$ cat config.mk
export PLATFORM = sky130hd
export DESIGN_NAME = clk_io_port
export DESIGN_NICKNAME = d
export VERILOG_FILES = /design/src/design/clk_io_port.v
export VERILOG_INCLUDE_DIRS = /design/src /design/src/inc
export SDC_FILE = /design/constraint.sdc
export NUM_CORES = 1
export LEC_CHECK = 0
export BUFFER_PORTS_ARGS = -buffer_cell sky130_fd_sc_hd__buf_2
export CELL_PAD_IN_SITES_DETAIL_PLACEMENT = 1
export CELL_PAD_IN_SITES_GLOBAL_PLACEMENT = 1
export CORE_MARGIN = 1.5
export CORE_UTILIZATION = 47
export CTS_CLUSTER_SIZE = 10
export DETAILED_ROUTE_END_ITERATION = 8
export PLACE_DENSITY_LB_ADDON = 0.1
export SLEW_MARGIN = 20
export SYNTH_ARGS = -nofsm -noshare
export SYNTH_HDL_FRONTEND = slang
export SYNTH_SLANG_ARGS = --single-unit
export TNS_END_PERCENT = 50
$ cat constraint.sdc
create_clock -name pclk -period 4.05 [get_ports pclk]
set_input_delay 1.215 -clock pclk [delete_from_list [all_inputs] [get_ports pclk]]
set_output_delay 1.215 -clock pclk [all_outputs]
set_load 0.005 [all_outputs]
$ cat src/inc/clk_io_port_regs.vh
// register map, command codes and limits of the clock block and buffered port
// assumes it is included by bare name from the design file, the checker and the bench
`ifndef CLK_IO_PORT_REGS_VH
`define CLK_IO_PORT_REGS_VH

// register byte offsets
`define RG_CMD 8'h00
`define RG_STATUS 8'h04
`define RG_TXDATA 8'h08
`define RG_PSC 8'h0C
`define RG_TIME 8'h10
`define RG_RXDATA 8'h14
`define RG_PEEK 8'h18
`define RG_ENDIN 8'h1C
`define RG_TSTAMP 8'h20

// command and time register fields
`define CMD_OP 3:0
`define CMD_ARG 25:16
`define TIME_VAL 15:0
`define TIME_ARM 16

// command opcodes
`define OP_NONE 4'h0
`define OP_CLK_ON 4'h1
`define OP_CLK_OFF 4'h2
`define OP_CLK_START 4'h3
`define OP_CLK_STOP 4'h4
`define OP_EDGE_SRC 4'h5
`define OP_REF_SRC 4'h6
`define OP_DIV 4'h7
`define OP_RISE 4'h8
`define OP_FALL 4'h9
`define OP_READY 4'hA
`define OP_PORT_START 4'hB
`define OP_PORT_STOP 4'hC
`define OP_CLEARBUF 4'hD
`define OP_SYNC 4'hE

// limits and widths
`define DIV_MAX 10'h0FF
`define DLY_MAX 10'h200
`define DLY_ZERO 10'h000
`define DLY_LAST 10'h001
`define PW_ARG 10'h001
`define TW_BITS 4'h8
`define PW_BITS 4'h1
`define CNT_ZERO 4'h0
`define REF_RESET_MHZ 100

`endif

$ cat src/design/clk_io_port.v
// clock block with reference divider and edge delays, driving one buffered
// 1-bit port with an 8-bit transfer register; registers reached over apb
// assumes ref_clk is a level made by logic on pclk, and pins are asynchronous
`timescale 1ns/1ps
`default_nettype none
`include "clk_io_port_regs.vh"

module clk_io_port (
   // clock and reset
   input wire pclk,
   input wire presetn,
   // apb slave
   input wire psel,
   input wire penable,
   input wire pwrite,
   input wire [7:0] paddr,
   input wire [31:0] pwdata,
   output reg [31:0] prdata,
   output wire pready,
   output wire pslverr,
   // reference clock level
   input wire ref_clk,
   // pins
   input wire ext_clk_pin,
   input wire ready_pin,
   input wire data_pin_i,
   output reg data_pin_o,
   output reg data_pin_oe,
   // error indication
   output reg err_pulse,
   output reg err_is_port
);

   // ********************************
   // pin synchronisers
   // ********************************
   wire [2:0] pin_raw;
   wire [2:0] pin_f;
   assign pin_raw = {data_pin_i, ready_pin, ext_clk_pin};
   genvar g;
   generate
      for (g = 0; g < 3; g = g + 1) begin : sync
         reg s1_q;
         reg s2_q;
         reg s3_q;
         reg f_q;
         always @(posedge pclk or negedge presetn) begin
            if (!presetn) begin
               s1_q <= 1'b0;
               s2_q <= 1'b0;
               s3_q <= 1'b0;
               f_q <= 1'b0;
            end else begin
               s1_q <= pin_raw[g];
               s2_q <= s1_q;
               s3_q <= s2_q;
               // change counts only once two stages agree
               if (s2_q == s3_q)
                  f_q <= s3_q;
            end
         end
         assign pin_f[g] = f_q;
      end
   endgenerate

   // ********************************
   // bus decode
   // ********************************
   wire [7:0] a = paddr;
   wire acc = psel & penable;
   wire wr = acc & pwrite;
   wire [3:0] op = pwdata[`CMD_OP];
   wire [9:0] arg = pwdata[`CMD_ARG];
   wire hit = (a == `RG_CMD) | (a == `RG_STATUS) | (a == `RG_TXDATA) | (a == `RG_PSC) |
      (a == `RG_TIME) | (a == `RG_RXDATA) | (a == `RG_PEEK) | (a == `RG_ENDIN) |
      (a == `RG_TSTAMP);
   reg on_q, run_q, stop_q, srcp_q;
   reg [7:0] div_q;
   reg [9:0] rise_q, fall_q;
   reg tx_v_q;
   wire tx_wr = wr & (a == `RG_TXDATA);
   // a full transmit word stalls the master rather than losing data
   wire tx_hold = tx_wr & tx_v_q & on_q;
   assign pready = ~tx_hold;
   assign pslverr = acc & ~hit;
   wire wdone = wr & ~tx_hold & hit;
   wire rdone = acc & ~pwrite & hit;
   wire cmd_wr = wdone & (a == `RG_CMD);

   // ********************************
   // command checks
   // ********************************
   reg cerr;
   always @* begin
      cerr = 1'b0;
      if (op >= `OP_CLK_START && op <= `OP_READY && !on_q)
         cerr = 1'b1;
      else begin
         case (op)
            `OP_EDGE_SRC: cerr = (arg != `PW_ARG) | (div_q != 8'h00);
            `OP_DIV: cerr = srcp_q | (arg > `DIV_MAX);
            `OP_RISE: cerr = arg > `DLY_MAX;
            `OP_FALL: cerr = arg > `DLY_MAX;
            `OP_READY: cerr = arg != `PW_ARG;
            default: cerr = 1'b0;
         endcase
      end
   end
   wire cok = cmd_wr & ~cerr;
   wire clk_init = cok & (op == `OP_CLK_ON);
   wire clk_start = cok & (op == `OP_CLK_START);
   wire [1:0] dly_wr = {cok & (op == `OP_FALL), cok & (op == `OP_RISE)};
   wire psc_wr = wdone & (a == `RG_PSC);
   wire psc_bad = (pwdata == 32'h0000_0000) | (pwdata >= {28'h000_0000, `TW_BITS}) |
      ((pwdata[3:0] % `PW_BITS) != `CNT_ZERO);
   wire perr = (psc_wr & psc_bad) | (tx_wr & ~on_q);

   // ********************************
   // clock source and divider
   // ********************************
   reg ref_d_q, dck_q, src_d_q;
   reg [7:0] dcnt_q;
   // reference level arrives at its reset rate
   wire ref_rise = ref_clk & ~ref_d_q;
   wire src_lvl = srcp_q ? pin_f[0] : ((div_q == 8'h00) ? ref_clk : dck_q);
   wire src_rise = run_q & src_lvl & ~src_d_q;
   wire src_fall = run_q & ~src_lvl & src_d_q;

   always @(posedge pclk or negedge presetn) begin
      if (!presetn) begin
         on_q <= 1'b0;
         run_q <= 1'b0;
         stop_q <= 1'b0;
         srcp_q <= 1'b0;
         div_q <= 8'h00;
         rise_q <= `DLY_ZERO;
         fall_q <= `DLY_ZERO;
         ref_d_q <= 1'b0;
         dck_q <= 1'b0;
         dcnt_q <= 8'h00;
         src_d_q <= 1'b0;
      end else begin
         ref_d_q <= ref_clk;
         src_d_q <= src_lvl;
         if (div_q == 8'h00) begin
            dcnt_q <= 8'h00;
            dck_q <= 1'b0;
         end else if (ref_rise) begin
            if (dcnt_q == div_q - 8'h01) begin
               dcnt_q <= 8'h00;
               dck_q <= ~dck_q;
            end else
               dcnt_q <= dcnt_q + 8'h01;
         end
         // stop waits for a low clock so no runt pulse reaches the port
         if (stop_q & ~src_lvl) begin
            run_q <= 1'b0;
            stop_q <= 1'b0;
         end
         if (cok) begin
            case (op)
               // on loads defaults, also when already on
               `OP_CLK_ON: begin
                  on_q <= 1'b1;
                  run_q <= 1'b0;
                  stop_q <= 1'b0;
                  srcp_q <= 1'b0;
                  div_q <= 8'h00;
                  rise_q <= `DLY_ZERO;
                  fall_q <= `DLY_ZERO;
               end
               `OP_CLK_OFF: begin
                  on_q <= 1'b0;
                  run_q <= 1'b0;
                  stop_q <= 1'b0;
               end
               `OP_CLK_START: begin
                  run_q <= 1'b1;
                  stop_q <= 1'b0;
               end
               `OP_CLK_STOP: stop_q <= run_q;
               `OP_EDGE_SRC: srcp_q <= 1'b1;
               `OP_REF_SRC: srcp_q <= 1'b0;
               `OP_DIV: begin
                  div_q <= arg[7:0];
                  dcnt_q <= 8'h00;
               end
               `OP_RISE: rise_q <= arg;
               `OP_FALL: fall_q <= arg;
               default: ;
            endcase
         end
      end
   end

   // ********************************
   // edge delays, rise then fall
   // ********************************
   generate
      for (g = 0; g < 2; g = g + 1) begin : edg
         wire ev = (g == 0) ? src_rise : src_fall;
         wire [9:0] dly = (g == 0) ? rise_q : fall_q;
         reg pend_q, sup_q;
         reg [9:0] cnt_q;
         wire fire = ~sup_q & ((ev & (dly == `DLY_ZERO)) | (pend_q & (cnt_q == `DLY_LAST)));
         always @(posedge pclk or negedge presetn) begin
            if (!presetn) begin
               pend_q <= 1'b0;
               sup_q <= 1'b0;
               cnt_q <= `DLY_ZERO;
            end else if (clk_init | dly_wr[g]) begin
               pend_q <= 1'b0;
               sup_q <= 1'b0;
               cnt_q <= `DLY_ZERO;
            end else if (ev & (dly != `DLY_ZERO)) begin
               // next edge before delivery means delay beyond period
               if (pend_q & (cnt_q != `DLY_LAST))
                  sup_q <= 1'b1;
               pend_q <= 1'b1;
               cnt_q <= dly;
            end else if (pend_q) begin
               cnt_q <= cnt_q - `DLY_LAST;
               pend_q <= (cnt_q != `DLY_LAST);
            end
         end
      end
   endgenerate
   wire ck_rise = edg[0].fire;
   wire ck_fall = edg[1].fire;

   // ********************************
   // buffered port
   // ********************************
   reg port_on_q, rdy_q, psc_v_q, tm_v_q, rx_v_q, end_q, sync_q;
   reg [7:0] tx_q, osr_q, isr_q, rx_q;
   reg [3:0] tx_n_q, psc_q, ocnt_q, icnt_q;
   reg [15:0] tm_q, pc_q, ts_q;
   wire pop = rdone & (a == `RG_RXDATA);
   wire endin = rdone & (a == `RG_ENDIN);
   wire pop_ok = cmd_wr & ((op == `OP_PORT_START) | (op == `OP_CLEARBUF));
   wire [3:0] itgt = psc_v_q ? psc_q : `TW_BITS;
   // timed output waits for matching counter
   wire load = ck_fall & port_on_q & (ocnt_q == `CNT_ZERO) & tx_v_q & (~tm_v_q | (pc_q == tm_q));
   wire [3:0] icnt_n = icnt_q + `PW_BITS;
   // ready-in gates sampling
   // a held word pauses sampling one bit short, so no completed word is lost
   wire samp = ck_rise & port_on_q & ~data_pin_oe & ~end_q & ~tx_v_q &
      (~rdy_q | pin_f[1]) & ~(rx_v_q & (icnt_n == itgt));
   wire [7:0] isr_n = {pin_f[2], isr_q[7:1]};

   always @(posedge pclk or negedge presetn) begin
      if (!presetn) begin
         port_on_q <= 1'b0;
         rdy_q <= 1'b0;
         psc_v_q <= 1'b0;
         tm_v_q <= 1'b0;
         tx_v_q <= 1'b0;
         rx_v_q <= 1'b0;
         end_q <= 1'b0;
         sync_q <= 1'b0;
         tx_q <= 8'h00;
         osr_q <= 8'h00;
         isr_q <= 8'h00;
         rx_q <= 8'h00;
         tx_n_q <= `CNT_ZERO;
         psc_q <= `CNT_ZERO;
         ocnt_q <= `CNT_ZERO;
         icnt_q <= `CNT_ZERO;
         tm_q <= 16'h0000;
         pc_q <= 16'h0000;
         ts_q <= 16'h0000;
         data_pin_o <= 1'b0;
         data_pin_oe <= 1'b0;
      end else begin
         if (clk_start)
            pc_q <= 16'h0000;
         else if (ck_rise)
            pc_q <= pc_q + 16'h0001;
         if (load) begin
            // only the requested low bits leave
            data_pin_o <= tx_q[0];
            data_pin_oe <= 1'b1;
            osr_q <= {1'b0, tx_q[7:1]};
            ocnt_q <= tx_n_q - `PW_BITS;
            tx_v_q <= 1'b0;
            tm_v_q <= 1'b0;
            ts_q <= pc_q;
         end else if (ck_fall & (ocnt_q != `CNT_ZERO)) begin
            data_pin_o <= osr_q[0];
            osr_q <= {1'b0, osr_q[7:1]};
            ocnt_q <= ocnt_q - `PW_BITS;
         end
         // done one fall after the last bit left
         if (sync_q & ck_fall & ~load & ~tx_v_q & (ocnt_q == `CNT_ZERO))
            sync_q <= 1'b0;
         if (pop)
            rx_v_q <= 1'b0;
         if (samp) begin
            // at the target the word is captured and the count restarts from zero
            isr_q <= isr_n;
            if ((icnt_n == itgt) & ~rx_v_q) begin
               rx_q <= isr_n;
               rx_v_q <= 1'b1;
               icnt_q <= `CNT_ZERO;
               psc_v_q <= 1'b0;
               ts_q <= pc_q;
            end else
               icnt_q <= icnt_n;
         end
         // remainder lands in the top bits
         if (end_q & ~rx_v_q & ~pop) begin
            if (icnt_q != `CNT_ZERO) begin
               rx_q <= isr_q;
               rx_v_q <= 1'b1;
               icnt_q <= `CNT_ZERO;
            end else
               end_q <= 1'b0;
         end
         if (endin)
            end_q <= 1'b1;
         if (wdone & (a == `RG_TXDATA) & on_q) begin
            tx_q <= pwdata[7:0];
            tx_v_q <= 1'b1;
            tx_n_q <= psc_v_q ? psc_q : `TW_BITS;
            psc_v_q <= 1'b0;
         end
         if (psc_wr & ~psc_bad) begin
            psc_q <= pwdata[3:0];
            psc_v_q <= 1'b1;
         end
         if (wdone & (a == `RG_TIME)) begin
            tm_q <= pwdata[`TIME_VAL];
            tm_v_q <= pwdata[`TIME_ARM];
         end
         if (cok & (op == `OP_READY))
            rdy_q <= 1'b1;
         if (cmd_wr & (op == `OP_PORT_STOP)) begin
            port_on_q <= 1'b0;
            rdy_q <= 1'b0;
         end
         if (cmd_wr & (op == `OP_SYNC))
            sync_q <= 1'b1;
         // buffers emptied; pin level and enable left as driven
         if (pop_ok) begin
            tx_v_q <= 1'b0;
            tm_v_q <= 1'b0;
            ocnt_q <= `CNT_ZERO;
            rx_v_q <= 1'b0;
            icnt_q <= `CNT_ZERO;
            end_q <= 1'b0;
            sync_q <= 1'b0;
         end
         if (cmd_wr & (op == `OP_PORT_START))
            port_on_q <= 1'b1;
      end
   end

   // ********************************
   // read data and error pulse
   // ********************************
   reg [31:0] rd_mux;
   always @* begin
      case (a)
         `RG_STATUS: rd_mux = {8'h00, div_q, 6'h00, sync_q, end_q, rx_v_q, tx_v_q,
            data_pin_oe, rdy_q, port_on_q, srcp_q, run_q, on_q};
         `RG_RXDATA: rd_mux = {24'h00_0000, rx_q};
         // peek sees the filtered pin alone
         `RG_PEEK: rd_mux = {31'h0000_0000, pin_f[2]};
         `RG_ENDIN: rd_mux = {27'h000_0000, {1'b0, icnt_q} + (rx_v_q ? 5'h08 : 5'h00)};
         `RG_TSTAMP: rd_mux = {16'h0000, ts_q};
         `RG_TIME: rd_mux = {15'h0000, tm_v_q, tm_q};
         default: rd_mux = 32'h0000_0000;
      endcase
   end

   always @(posedge pclk or negedge presetn) begin
      if (!presetn) begin
         prdata <= 32'h0000_0000;
         err_pulse <= 1'b0;
         err_is_port <= 1'b0;
      end else begin
         // captured in the setup phase so the access edge sees a stable word
         if (psel & ~penable)
            prdata <= rd_mux;
         err_pulse <= (cmd_wr & cerr) | perr;
         err_is_port <= perr;
      end
   end

endmodule // clk_io_port

`default_nettype wire

==> results_dict.tcl <==
set metrics [dict create \
    synth_edf_count 0 \
    drive_above_1_share_pct 17.7 \
    core_area_um2 22000 \
    boundaryPins 87 \
    grt_pass1_wl_um 51700 \
    grt_antenna_before_repair 0 \
    r2r_slack_ps 430 \
    ys.flop_type "dfrtp_1" \
    setup_slack_ps 308 \
    min_path_type "flip-flop to flip-flop" \
    yosys_warnings 0 \
    syn_inst 1063 \
    globalplace.congestion 0.879 \
    synth.most_common_cell "dfrtp_1" \
    post_cts_buffers 0 \
    nNetsFinal 1210 \
    cp_max_fo 6 \
    cp.required_ps 2830 \
    grt_use_total_pct 27.9 \
    cp-end-kind "output pin" \
    synth_commonest_cells "dfrtp_1 (210), nand2_1 (121), nor2_1 (100)" \
    cts_num_sinks 210 \
    timing.rr.start "div_q[0]" \
    diodes 0 \
    htreeDepth 1 \
    cellLeakagePower_nw 5.70 \
    skew_ps 10.5 \
    min_period_ps 3740 \
    drt_iter0_markers 647 \
    die_h_um 154 \
    max_freq_mhz 267 \
    crit_type "input pin to output pin" \
    rsz0062_at_grt "no" \
    vias 8710 \
    clk_path_buf_depth 3 \
    hold_viol 0 \
    num_rows 54 \
    worstMarginPinSlew_ps 875 \
    synthTopCellsByArea "dfrtp_1 (49%), mux2_2 (4.5%), nand2_1 (4.3%)" \
    cts_tree "done" \
    grt_pass1_vias 9057 \
    synth_area_leader_cell "dfrtp_1" \
    grt_max_degree 82 \
    synth_cell_types 81 \
    power_density_nw_per_um2 373 \
    first_pass_iters 5 \
    p_total_mw 4.52 \
    post-place-ws_ps 236 \
    clk_latency_ps 530 \
    drc 0 \
    die_x_um 154 \
    netlist_area_um2 10700 \
    area_delta_synth_final_pct 13.7 \
    io_buffers 78 \
    worstPathArrival_ps 2530 \
    async_flop_share_pct 100 \
    overflow 0 \
    relSlewSlack_pct 41.7 \
    min_delay_worst_endpoint "sync[1].s2_q" \
    hold_start "sync[1].s1_q" \
    tns_ps 0 \
    ctsHoldBuffers 0 \
    setup_viol 0 \
    ys_ff_latch 210 \
    post-route-period-util_pct 92.4 \
    ant_nets 0 \
    syn_area_per_cell_um2 10.0 \
    start_util_pct 48.4 \
    wire_per_inst_um 22.2 \
    drv_slew 0 \
    r2r_cells 12 \
    routed_wl_um 31900 \
    dieArea_um2 23600 \
    fillers 2449 \
    status "finished, final reports clean" \
    ctsResizeCount 0 \
    synth_top_area_share_pct 49.3 \
    rr_endpoint "ocnt_q[2]" \
    worstHoldPathCells 0 \
    yosysSeqAreaShare_pct 49.3 \
    hpwlAfterDp_um 23000 \
    viasPerCell 6.06 \
    cap_violations 0 \
    cts_made_buffers 25 \
    cp-start-kind "input pin" \
    clock-root-buffer "clkbuf_16" \
    irDropWorstVdd_mv 0.278 \
    clk_pin_slew_ps 50 \
]
critical path, cell delays in order:
cell     delay (ps)
buf_2           140
nor4_2          560
nand3_1         170
nor3_1          200
nand2_1         100
buf_2           140
flip-flops by register name, summed over array words and instances, names as in the netlist, 3 cells and up:
signal and flops:
rx_q 8, edg.cnt_q 20, isr_q 8, osr_q 7, tx_q 8, edg.dly 20
sync.s2_q 3, tm_q 16, div_q 8, pc_q 16, ocnt_q 4, dcnt_q 8
sync.s1_q 3, ts_q 16, prdata 24, psc_q 4, icnt_q 4, tx_n_q 4
sync.s3_q 3, sync.f_q 3
power breakdown:
group | leakage [nW] | switching (mW) | internal, mW
sequential | 2.73 | 0.0668 | 2.15
combinational | 2.64 | 0.194 | 0.120
clock | 0.334 | 0.841 | 1.14
total | 5.70 | 1.10 | 3.42
layout by cell type, fill, tap and decap left out, drive strengths merged, types with 5 or more instances in the layout:
master | Yosys | routed
inv | 41 | 42
nand2b | 8 | 8
nor2 | 100 | 100
o22ai | 17 | 17
conb | 1 | 8
nor4 | 21 | 21
xnor2 | 50 | 50
or4 | 5 | 5
nor4b | 10 | 10
a211oi | 5 | 5
o21ai | 46 | 46
nand2 | 121 | 121
a2111oi | 12 | 12
nor3 | 20 | 20
xor2 | 21 | 21
nand4 | 19 | 19
ha | 11 | 11
a22oi | 7 | 7
nand3 | 37 | 37
a221oi | 8 | 8
mux2i | 21 | 21
nor2b | 6 | 6
and3 | 8 | 8
a31oi | 13 | 13
or3 | 8 | 8
mux2 | 44 | 44
nand4b | 5 | 5
dfrtp | 210 | 210
clkbuf | 32 | 33
buf | 27 | 112
o31ai | 11 | 11
o21a | 5 | 5
a222oi | 9 | 9
a21oi | 38 | 38
and2 | 5 | 5
a2bb2oi | 8 | 8
how the worst max path moves through the flow:
stage | slack (ps) | endpoint | startpoint
after global placement | 340 | ocnt_q[2] | ref_clk
after CTS | 340 | pready | paddr[5]
final | 310 | pready | paddr[5]
after detailed placement | 240 | ocnt_q[2] | ref_clk
after global routing | 210 | ocnt_q[2] | div_q[0]
after floorplan | 510 | ocnt_q[2] | ref_clk
per-stage QoR:
| stage | utilization (%) | cell area, um2 | cells | hold WS, ps |
|---|---|---|---|---|
| final | 55.0 | 12100 | 1437 | 350 |
| after detailed placement | 51.9 | 11400 | 1403 | 336 |
| after global routing | 55.0 | 12100 | 1437 | 367 |
| after global placement | 51.9 | 11400 | 1403 | 332 |
| after floorplan | - | 10700 | 1070 | 331 |
| after CTS | 55.0 | 12100 | 1437 | 355 |
cell type report:
| type | count | area [um2] | area share, % |
|---|---|---|---|
| Clock buffer | 33 | 676 | 5.58 |
| Clock inverter | 1 | 8.76 | 0.0723 |
| Inverter | 41 | 154 | 1.27 |
| Multi-Input combinational cell | 760 | 4990 | 41.2 |
| Sequential cell | 210 | 5260 | 43.4 |
| Tap cell | 280 | 350 | 2.89 |
| Timing Repair Buffer | 112 | 681 | 5.62 |
layer usage:
layer	global-route usage, %	vias to the layer above	part of all wire (%)
li1	-	3986	-
met1	37.9	4462	44
met2	46.8	207	49
met3	3.47	55	4.0
met4	8.37	0	3.1
met5	0	-	0
cells by family (layout without fill, tap and decap cells):
family,Yosys count,after routing,share of synthesized area [%]
simple gates,391,391,18.4
compound gates,210,210,13.9
flops,210,210,49.3
buf+inv,100,187,4.11
xor+xnor,72,72,6.06
mux,65,65,6.63
fa+ha+maj,14,14,1.57
other cells,1,8,0.0352
No activity file was read; power rests on OpenSTA's default activity.
